## src/hw/reader_page_defines.svh

```systemverilog
// offsets, bit positions, reset values and timing counts of the control/status page
`ifndef READER_PAGE_DEFINES_SVH
`define READER_PAGE_DEFINES_SVH

// register offsets on the parallel host port
`define RCP_OFF_CONTROL 6'h09
`define RCP_OFF_ERROR 6'h0A
`define RCP_OFF_COLL_POS 6'h0B
`define RCP_OFF_TIMER 6'h0C
`define RCP_OFF_CRC_LOW 6'h0D
`define RCP_OFF_CRC_HIGH 6'h0E

// control register fields
`define CTL_RSV_HI 7
`define CTL_RSV_LO 6
`define CTL_LIGHT_SLEEP_BIT 5
`define CTL_DEEP_SLEEP_BIT 4
`define CTL_TIMER_BIT2 2
`define CTL_TIMER_BIT1 1
`define CTL_FLUSH_BIT 0

// error flag fields
`define ERR_NVM_BIT 5
`define ERR_OVFL_BIT 4
`define ERR_CRC_BIT 3
`define ERR_SOF_BIT 2
`define ERR_COLL_BIT 0

// reset values
`define RCP_RST_CONTROL 8'h00
`define RCP_RST_ERROR 8'h00
`define RCP_RST_COLL_POS 8'h00
`define RCP_RST_READ 8'h00

// oscillator restart wait after deep sleep
`define CLK_PERIOD_NS 100
`define OSC_SETTLE_NS 1000
`define OSC_SETTLE_CYC ((`OSC_SETTLE_NS + `CLK_PERIOD_NS - 1) / `CLK_PERIOD_NS)

`endif

```

## src/hw/reader_page_pkg.sv

```systemverilog
// types shared by the control/status page modules
package reader_page_pkg;

  typedef enum logic [1:0] {PWR_ACTIVE, PWR_LIGHT, PWR_DEEP, PWR_SETTLE} power_state_t;

  typedef enum logic [2:0] {
    SEL_NONE, SEL_CONTROL, SEL_ERROR, SEL_COLL_POS, SEL_TIMER, SEL_CRC_LOW, SEL_CRC_HIGH
  } reg_sel_t;

endpackage : reader_page_pkg

```

## src/hw/page_host_decode.sv

```systemverilog
// address decode of the page registers on the parallel host port
`timescale 1ns/100ps
`default_nettype none
`include "reader_page_defines.svh"

module page_host_decode (
  input wire logic [5:0] i_addr,
  input wire logic i_wr_stb,
  input wire logic i_clk_en,
  output logic o_wr_control,
  output reader_page_pkg::reg_sel_t o_sel
);
  import reader_page_pkg::*;

  // one select per register, none for unmapped offsets
  assign o_sel = (i_addr == `RCP_OFF_CONTROL) ? SEL_CONTROL :
                 (i_addr == `RCP_OFF_ERROR) ? SEL_ERROR :
                 (i_addr == `RCP_OFF_COLL_POS) ? SEL_COLL_POS :
                 (i_addr == `RCP_OFF_TIMER) ? SEL_TIMER :
                 (i_addr == `RCP_OFF_CRC_LOW) ? SEL_CRC_LOW :
                 (i_addr == `RCP_OFF_CRC_HIGH) ? SEL_CRC_HIGH : SEL_NONE;

  // only the control register takes writes; the rest are read-only
  assign o_wr_control = i_wr_stb & i_clk_en & (o_sel == SEL_CONTROL);

endmodule : page_host_decode
`default_nettype wire

```

## src/hw/error_flag_bank.sv

```systemverilog
// sticky error flags of the last command
`timescale 1ns/100ps
`default_nettype none
`include "reader_page_defines.svh"

module error_flag_bank (
  input wire logic i_sys_clk,
  input wire logic i_nrst,
  input wire logic i_clk_en,
  input wire logic i_nvm_rights_violation,
  input wire logic i_nvm_cmd_start,
  input wire logic i_queue_write_attempt,
  input wire logic i_queue_full,
  input wire logic i_queue_flush,
  input wire logic i_receive_check_enable,
  input wire logic i_checksum_fail,
  input wire logic i_sof_error,
  input wire logic i_collision_detect,
  input wire logic i_receiver_prepare_state,
  output logic [7:0] o_flags
);
  import reader_page_pkg::*;

  localparam int NFLAG = 5;
  localparam int FLAG_POS [NFLAG] = '{`ERR_NVM_BIT, `ERR_OVFL_BIT, `ERR_CRC_BIT,
                                      `ERR_SOF_BIT, `ERR_COLL_BIT};

  logic [NFLAG-1:0] set_v;
  logic [NFLAG-1:0] clr_v;
  logic [NFLAG-1:0] flag_r;
  logic [NFLAG-1:0] flag_nxt;

  // set and clear causes per flag
  assign set_v[0] = i_nvm_rights_violation;
  assign clr_v[0] = i_nvm_cmd_start;
  assign set_v[1] = i_queue_write_attempt & i_queue_full;
  assign clr_v[1] = i_queue_flush;
  assign set_v[2] = i_receive_check_enable & i_checksum_fail;
  assign clr_v[2] = i_receiver_prepare_state;
  assign set_v[3] = i_sof_error;
  assign clr_v[3] = i_receiver_prepare_state;
  assign set_v[4] = i_collision_detect;
  assign clr_v[4] = i_receiver_prepare_state;

  // set beats clear so a late event is never lost; flags hold otherwise
  generate
    for (genvar g = 0; g < NFLAG; g++)
    begin : g_flag
      assign flag_nxt[g] = set_v[g] | (flag_r[g] & ~clr_v[g]);
      always_ff @(posedge i_sys_clk or negedge i_nrst)
      begin
        if (!i_nrst)
          flag_r[g] <= 1'(`RCP_RST_ERROR >> FLAG_POS[g]);
        else if (i_clk_en)
          flag_r[g] <= flag_nxt[g];
      end
      assign o_flags[FLAG_POS[g]] = flag_r[g];
    end
  endgenerate

  // reserved positions read zero
  assign o_flags[7:6] = 2'h0;
  assign o_flags[1] = 1'b0;

endmodule : error_flag_bank
`default_nettype wire

```

## src/hw/reader_control_status_page.sv

```systemverilog
// control and status register page: power saving, strobes, error flags, results
`timescale 1ns/100ps
`default_nettype none
`include "reader_page_defines.svh"

// Notes on behaviour
// - writing 1 to light-sleep bit stops consuming blocks, oscillator keeps running
// - writing 1 to deep-sleep bit stops consuming blocks and the oscillator
// - control bit 2 acts on the timer at once and reads 0
// - control bit 1 acts on the timer at once and reads 0
// - flush bit empties the queue pointers, clears overflow, reads 0
// - rights violation flag sets on violation, clears at memory command start
// - overflow flag sets on any write attempt into a full queue
// - checksum fail flag sets if checking enabled; clears in receiver preparation
// - start-of-frame error flag sets on bad frame start; clears in preparation
// - bit collision flag sets on collision; clears in receiver preparation
// - collision position holds first collision index; 0 is the start bit
// - timer register shows the live timer count
// - checksum bytes mirror the checksum register, high byte reads 0 for an 8-bit checksum; valid while done flag is 1
// - error register is read-only; bits 7-6 and 1 are reserved
// - checksum done flag reads 1 once calculation has finished

module reader_control_status_page (
  input wire logic i_sys_clk,
  input wire logic i_nrst,
  input wire logic i_clk_en,
  // parallel host port
  input wire logic [5:0] i_addr,
  input wire logic i_wr_stb,
  input wire logic i_rd_stb,
  input wire logic [7:0] i_wdata,
  output logic [7:0] o_rdata,
  output logic o_rdata_oe,
  // power saving
  input wire logic i_wake_event,
  output logic o_osc_enable,
  output logic o_blocks_enable,
  output reader_page_pkg::power_state_t o_power_state,
  // strobes to timer and queue
  output logic o_timer_strobe_bit2,
  output logic o_timer_strobe_bit1,
  output logic o_queue_flush_strobe,
  // error sources
  input wire logic i_nvm_rights_violation,
  input wire logic i_nvm_cmd_start,
  input wire logic i_queue_write_attempt,
  input wire logic i_queue_full,
  input wire logic i_receive_check_enable,
  input wire logic i_checksum_fail,
  input wire logic i_sof_error,
  input wire logic i_collision_detect,
  input wire logic [7:0] i_first_collision_index,
  input wire logic i_receiver_prepare_state,
  output logic [7:0] o_error_flags,
  // timer and checksum engines
  input wire logic [7:0] i_timer_count,
  input wire logic [15:0] i_checksum_value,
  input wire logic i_checksum_8bit,
  input wire logic i_checksum_start,
  input wire logic i_checksum_finish,
  output logic o_checksum_done_flag
);
  import reader_page_pkg::*;

  localparam logic [3:0] SETTLE_CYC = 4'(`OSC_SETTLE_CYC);

  reg_sel_t sel;
  logic wr_control;
  logic [7:0] err_flags;

  logic [1:0] ctl_rsv_r;
  logic [1:0] ctl_rsv_nxt;
  logic light_sleep_r;
  logic light_sleep_nxt;
  logic deep_sleep_osc_off_r;
  logic deep_sleep_osc_off_nxt;

  power_state_t power_state_r;
  power_state_t power_state_nxt;
  logic [3:0] settle_cnt_r;
  logic [3:0] settle_cnt_nxt;

  logic [7:0] first_collision_index_r;
  logic capture_collision;

  logic checksum_done_flag_r;

  logic [7:0] control_view;
  logic [7:0] checksum_high_view;
  logic [7:0] rdata_nxt;
  logic [7:0] rdata_r;
  logic rdata_oe_r;
  logic rd_take;

  // address decode of the host port
  page_host_decode u_decode (
    .i_addr(i_addr),
    .i_wr_stb(i_wr_stb),
    .i_clk_en(i_clk_en),
    .o_wr_control(wr_control),
    .o_sel(sel)
  );

  // sticky flags of the last command; flush clears overflow too
  error_flag_bank u_errors (
    .i_sys_clk(i_sys_clk),
    .i_nrst(i_nrst),
    .i_clk_en(i_clk_en),
    .i_nvm_rights_violation(i_nvm_rights_violation),
    .i_nvm_cmd_start(i_nvm_cmd_start),
    .i_queue_write_attempt(i_queue_write_attempt),
    .i_queue_full(i_queue_full),
    .i_queue_flush(o_queue_flush_strobe),
    .i_receive_check_enable(i_receive_check_enable),
    .i_checksum_fail(i_checksum_fail),
    .i_sof_error(i_sof_error),
    .i_collision_detect(i_collision_detect),
    .i_receiver_prepare_state(i_receiver_prepare_state),
    .o_flags(err_flags)
  );

  assign o_error_flags = err_flags;

  // write strobes act in the same cycle as the write, nothing stored
  assign o_timer_strobe_bit2 = wr_control & i_wdata[`CTL_TIMER_BIT2];
  assign o_timer_strobe_bit1 = wr_control & i_wdata[`CTL_TIMER_BIT1];
  assign o_queue_flush_strobe = wr_control & i_wdata[`CTL_FLUSH_BIT];

  // reserved upper bits are plain read/write storage
  assign ctl_rsv_nxt = wr_control ? i_wdata[`CTL_RSV_HI:`CTL_RSV_LO] : ctl_rsv_r;

  // host writes the sleep bits; a wake event clears them in hardware
  assign light_sleep_nxt = wr_control ? i_wdata[`CTL_LIGHT_SLEEP_BIT] :
                           (i_wake_event ? 1'b0 : light_sleep_r);
  assign deep_sleep_osc_off_nxt = wr_control ? i_wdata[`CTL_DEEP_SLEEP_BIT] :
                                  (i_wake_event ? 1'b0 : deep_sleep_osc_off_r);

  // control register storage
  always_ff @(posedge i_sys_clk or negedge i_nrst)
  begin
    if (!i_nrst)
    begin
      ctl_rsv_r <= 2'(`RCP_RST_CONTROL >> `CTL_RSV_LO);
      light_sleep_r <= 1'(`RCP_RST_CONTROL >> `CTL_LIGHT_SLEEP_BIT);
      deep_sleep_osc_off_r <= 1'(`RCP_RST_CONTROL >> `CTL_DEEP_SLEEP_BIT);
    end
    else if (i_clk_en)
    begin
      ctl_rsv_r <= ctl_rsv_nxt;
      light_sleep_r <= light_sleep_nxt;
      deep_sleep_osc_off_r <= deep_sleep_osc_off_nxt;
    end
  end

  // power state: deep sleep wins over light sleep when both are set
  always_comb
  begin
    power_state_nxt = power_state_r;
    settle_cnt_nxt = settle_cnt_r;
    case (power_state_r)
      PWR_ACTIVE:
      begin
        if (deep_sleep_osc_off_r)
          power_state_nxt = PWR_DEEP;
        else if (light_sleep_r)
          power_state_nxt = PWR_LIGHT;
      end
      PWR_LIGHT:
      begin
        // oscillator stays up, so leaving needs no restart wait
        if (deep_sleep_osc_off_r)
          power_state_nxt = PWR_DEEP;
        else if (!light_sleep_r)
          power_state_nxt = PWR_ACTIVE;
      end
      PWR_DEEP:
      begin
        // oscillator restarts on exit; blocks wait for it to settle
        if (!deep_sleep_osc_off_r)
        begin
          power_state_nxt = PWR_SETTLE;
          settle_cnt_nxt = SETTLE_CYC;
        end
      end
      PWR_SETTLE:
      begin
        if (deep_sleep_osc_off_r)
          power_state_nxt = PWR_DEEP;
        else if (settle_cnt_r <= 4'h1)
        begin
          power_state_nxt = light_sleep_r ? PWR_LIGHT : PWR_ACTIVE;
          settle_cnt_nxt = 4'h0;
        end
        else
          settle_cnt_nxt = settle_cnt_r - 4'h1;
      end
      default:
      begin
        power_state_nxt = PWR_ACTIVE;
        settle_cnt_nxt = 4'h0;
      end
    endcase
  end

  // power state registers
  always_ff @(posedge i_sys_clk or negedge i_nrst)
  begin
    if (!i_nrst)
    begin
      power_state_r <= PWR_ACTIVE;
      settle_cnt_r <= 4'h0;
    end
    else if (i_clk_en)
    begin
      power_state_r <= power_state_nxt;
      settle_cnt_r <= settle_cnt_nxt;
    end
  end

  // consuming blocks run only when fully awake; oscillator off only in deep sleep
  assign o_blocks_enable = (power_state_r == PWR_ACTIVE);
  assign o_osc_enable = (power_state_r != PWR_DEEP);
  assign o_power_state = power_state_r;

  // first collision of a frame: later ones leave the index alone
  assign capture_collision = i_collision_detect & ~err_flags[`ERR_COLL_BIT] &
                             ~i_receiver_prepare_state;

  // collision position register
  always_ff @(posedge i_sys_clk or negedge i_nrst)
  begin
    if (!i_nrst)
      first_collision_index_r <= `RCP_RST_COLL_POS;
    else if (i_clk_en && capture_collision)
      first_collision_index_r <= i_first_collision_index;
  end

  // checksum done: finish beats a start in the same cycle
  always_ff @(posedge i_sys_clk or negedge i_nrst)
  begin
    if (!i_nrst)
      checksum_done_flag_r <= 1'b0;
    else if (i_clk_en)
    begin
      if (i_checksum_finish)
        checksum_done_flag_r <= 1'b1;
      else if (i_checksum_start)
        checksum_done_flag_r <= 1'b0;
    end
  end

  assign o_checksum_done_flag = checksum_done_flag_r;

  // read views; strobe bits and bit 3 always read zero
  assign control_view = {ctl_rsv_r, light_sleep_r, deep_sleep_osc_off_r,
                         1'b0, 1'b0, 1'b0, 1'b0};
  // high byte has no meaning for an 8-bit checksum, so it reads zero then
  assign checksum_high_view = i_checksum_8bit ? 8'h00 : i_checksum_value[15:8];

  // read multiplexer; unmapped offsets read zero
  assign rdata_nxt = (sel == SEL_CONTROL) ? control_view :
                     (sel == SEL_ERROR) ? err_flags :
                     (sel == SEL_COLL_POS) ? first_collision_index_r :
                     (sel == SEL_TIMER) ? i_timer_count :
                     (sel == SEL_CRC_LOW) ? i_checksum_value[7:0] :
                     (sel == SEL_CRC_HIGH) ? checksum_high_view : `RCP_RST_READ;

  assign rd_take = i_rd_stb & i_clk_en;

  // read data is captured at the same edge that sees the strobe
  always_ff @(posedge i_sys_clk or negedge i_nrst)
  begin
    if (!i_nrst)
    begin
      rdata_r <= `RCP_RST_READ;
      rdata_oe_r <= 1'b0;
    end
    else if (i_clk_en)
    begin
      rdata_oe_r <= rd_take;
      if (rd_take)
        rdata_r <= rdata_nxt;
    end
  end

  assign o_rdata = rdata_r;
  assign o_rdata_oe = rdata_oe_r;

endmodule : reader_control_status_page
`default_nettype wire

```

## config.mk

```make
export PLATFORM = sky130hd
export DESIGN_NAME = reader_control_status_page
export DESIGN_NICKNAME = d
export VERILOG_FILES = /design/src/hw/reader_page_pkg.sv /design/src/hw/page_host_decode.sv /design/src/hw/error_flag_bank.sv /design/src/hw/reader_control_status_page.sv
export VERILOG_INCLUDE_DIRS = /design/src /design/src/hw
export SDC_FILE = /design/constraint.sdc
export NUM_CORES = 1
export LEC_CHECK = 0
export BUFFER_PORTS_ARGS = -buffer_cell sky130_fd_sc_hd__buf_4
export CORE_AREA = 4 4 62 107
export DETAILED_ROUTE_END_ITERATION = 8
export DIE_AREA = 0 0 66 111
export PLACE_DENSITY = 0.6
export SETUP_SLACK_MARGIN = 0.1
export SYNTH_ARGS = -nofsm -noshare
export SYNTH_HDL_FRONTEND = slang
export SYNTH_HIERARCHICAL = 1
export SYNTH_SLANG_ARGS = --single-unit
```

## constraint.sdc

```tcl
create_clock -name i_sys_clk -period 4.13 [get_ports i_sys_clk]
set_input_delay 0.826 -clock i_sys_clk [delete_from_list [all_inputs] [get_ports i_sys_clk]]
set_output_delay 0.826 -clock i_sys_clk [all_outputs]
set_load 0.01 [all_outputs]
```

==> flow_summary_export.csv <==
group,metric,value,unit
synthesis,synthArstFlopShare,1.00,
setup_path,required,3.30,ns
placement,place_congestion,0.737,
sta,skew,0.00971,ns
pwr,p_total,0.948,mW
synthesis,yosysUniqueCellTypes,49,
global_routing,grt_usage,0.158,
pwr,leakage,1.27,nW
routing,post-route-drc-count,0,
routing,dr.pass1.iters,4,
synthesis,synth.yosys.seq_area_share,0.420,
synthesis,ys_top_cells_by_area,"dfrtp_1 42%, mux2_2 10%, a21oi_1 3.1%, a22oi_1 2.3%, and3b_1 2.2%",
floorplanning,core,0.00579,mm^2
clocking,cts_root_buf,"clkbuf_8",
finish,diodes,0,
clocking,clkTransAtPathRegs,0.08,ns
global_routing,grt_pass1_vias,1844,
synthesis,syn_avg_cell_area,10.4,um^2
sta,min_period_over_period,0.715,
clocking,cts_tree,"built",
setup_path,r2r_cells,3,
clocking,clockBufferDepth,2,
routing,initialDrtViolationCount,59,
routing,viasPerCell,5.08,
pwr,ir_worst_vdd,0.219,mV
finish,drive_gt1_frac,0.438,
finish,final_common_cell,"buf_4",
sta,setup_ws,1.18,ns
synthesis,synth_edf_count,0,
routing,antenna_left,0,
synthesis,yosysWarnings,6,
global_routing,grt_max_degree,34,
placement,place.detailed.hpwl,4.35,mm
floorplanning,start_util,0.340,
pwr,power_density,343,mW/mm^2
setup_path,cp-end-kind,"primary output",
setup_path,worst-setup-path-type,"in2out",
placement,dp_slack,1.13,ns
synthesis,synthFlopType,"dfrtp_1",
clocking,cts_hold_buffers,0,
floorplanning,dieArea,0.00733,mm^2
clocking,ctsResizeCount,0,
global_routing,grt_use_met3,0.0365,
finish,synthToLayoutAreaGrowth,40.4,%
sta,hold_viol_final,0,
finish,utilization,0.477,
clocking,numCtsBuffers,5,
global_routing,antenna_found_initial,0,
sta,setup_violations,0,
synthesis,synth_top_cell_area_share,0.420,
setup_path,reg2reg_setup_slack,2.71,ns
synthesis,postSynthRegisterBits,33,
sta,rsz0062_at_grt,"false",
sta,timing.fmax,0.338,GHz
setup_path,r2r-end,"first_collision_index_r[6]$_DFFE_PN0P_",
setup_path,start_kind,"primary input",
global_routing,overflow,0,
sta,timing.hold.ws,0.476,ns
sta,fin_tns_setup,0,ns
routing,drt-total-wl,5.54,mm
sta,slew_violations,0,
global_routing,met1_usage,0.167,
floorplanning,chipHeight,111,um
sta,tightest_slew,0.869,ns
clocking,clk_latency,0.29,ns
global_routing,met2_usage,0.298,
setup_path,r2r-start,"u_errors/o_flags[0]$_DFFE_PN0P_",
placement,place.port_buffers,84,
clocking,cts_sinks,33,
finish,nets,337,
finish,final_cell_mix,"86 x buf_4, 33 x dfrtp_1, 18 x mux2_2",
global_routing,grt_pass1_wl,8.87,mm
worst_hold_path,hold_path.class,"in2async",
routing,vias,1777,
floorplanning,num_rows,37,
clocking,htree_levels,2,
floorplanning,io_pins,89,
sta,period_needed,2.95,ns
job,max_cap_violations,0,
finish,fillCellCount,565,
global_routing,busiest_layer,"met2",
routing,avgRoutedWirePerCell,15.8,um
setup_path,critPathMaxFanout,7,
run_status,outcome,"finished clean",
synthesis,synth_top_area_cell,"dfrtp_1",
floorplanning,die-width,66,um
sta,slew_headroom,0.421,
synthesis,netlist_instances,189,
setup_path,cp.arrival,2.13,ns
clocking,post_cts_buffers,0,
synthesis,syn_area,0.00197,mm^2
-- critical path: stages --
cell	delay [ns]
buf_4	0.11
nand4bb_1	0.24
nor4_2	0.56
and2_1	0.26
buf_4	0.13
-- power breakdown --
group,total (mW),switching (mW),internal (mW)
Sequential,0.407,0.0351,0.372
Clock,0.321,0.125,0.196
Combinational,0.219,0.0931,0.126
-- area by class of cell --
class,instances,area (um^2),area share
clock buffers,6,82.6,0.0299
clock inverters,2,37.5,0.0136
inverters,6,22.5,0.00815
multi-input cells,139,1050,0.380
flip-flops and latches,33,826,0.299
well taps,78,97.6,0.0353
repair buffers,86,646,0.234
-- through the flow --
step / cells / cell area (um^2)
after floorplan: 191 / 1980
final: 350 / 2760
after detailed placement: 342 / 2640
after global placement: 342 / 2640
after global routing: 350 / 2760
after CTS: 350 / 2760
-- layer usage --
layer  up-vias  wire length, um
met1       859             1930
met4         0               50
li1        862                -
met3         4              295
met5         -                0
met2        52             3260
-- flip-flops by register name, indices dropped and copies added (netlist names), named ones only --
name and count:
first_collision_index_r 8, o_rdata 8, u_errors/o_flags 5, settle_cnt_r 4, ctl_rsv_r 2, deep_sleep_osc_off_r 1
light_sleep_r 1, o_checksum_done_flag 1, o_power_state 1, o_rdata_oe 1
-- worst max path at each step --
stage | startpoint | end | slack [ns] | cells past startpoint
floorplan | i_addr[4] | o_queue_flush_strobe | 1.63 | 3
detailed placement | i_addr[4] | o_queue_flush_strobe | 1.13 | 5
global route | i_addr[4] | o_queue_flush_strobe | 1.00 | 5
CTS | i_addr[4] | o_queue_flush_strobe | 1.13 | 5
finish | i_addr[4] | o_queue_flush_strobe | 1.18 | 5
global placement | i_addr[4] | o_queue_flush_strobe | 1.17 | 5
-- cells in the mapped netlist, types with 2 or more instances --
master	number
a21oi_1	12
a22o_1	4
a22oi_1	6
a31oi_1	4
a32o_1	4
and2_1	4
and2b_1	4
and3_1	2
and3b_1	5
buf_2	5
buf_4	4
buf_6	2
dfrtp_1	33
ha_1	2
inv_1	6
mux2_2	18
mux2i_1	3
nand2_1	11
nand2b_1	3
nand4bb_1	2
nor2_1	9
nor2b_1	6
nor3b_1	3
nor4bb_1	2
o21ai_0	8
o311ai_0	2
o31ai_1	2
or4b_1	2
-- logic make-up (layout without fill, tap and decap cells) --
family                     after synthesis  count (layout)  share of synthesized area
and+or+nand+nor                         61              61                      0.204
other                                    1               3                    0.00191
adders and majority gates                2               2                     0.0127
DFF                                     33              33                      0.420
muxes                                   22              22                      0.124
AOI/OAI and AO/OA                       51              51                      0.182
buffers and inverters                   19             100                     0.0553
No activity file was read; power rests on OpenSTA's default activity.
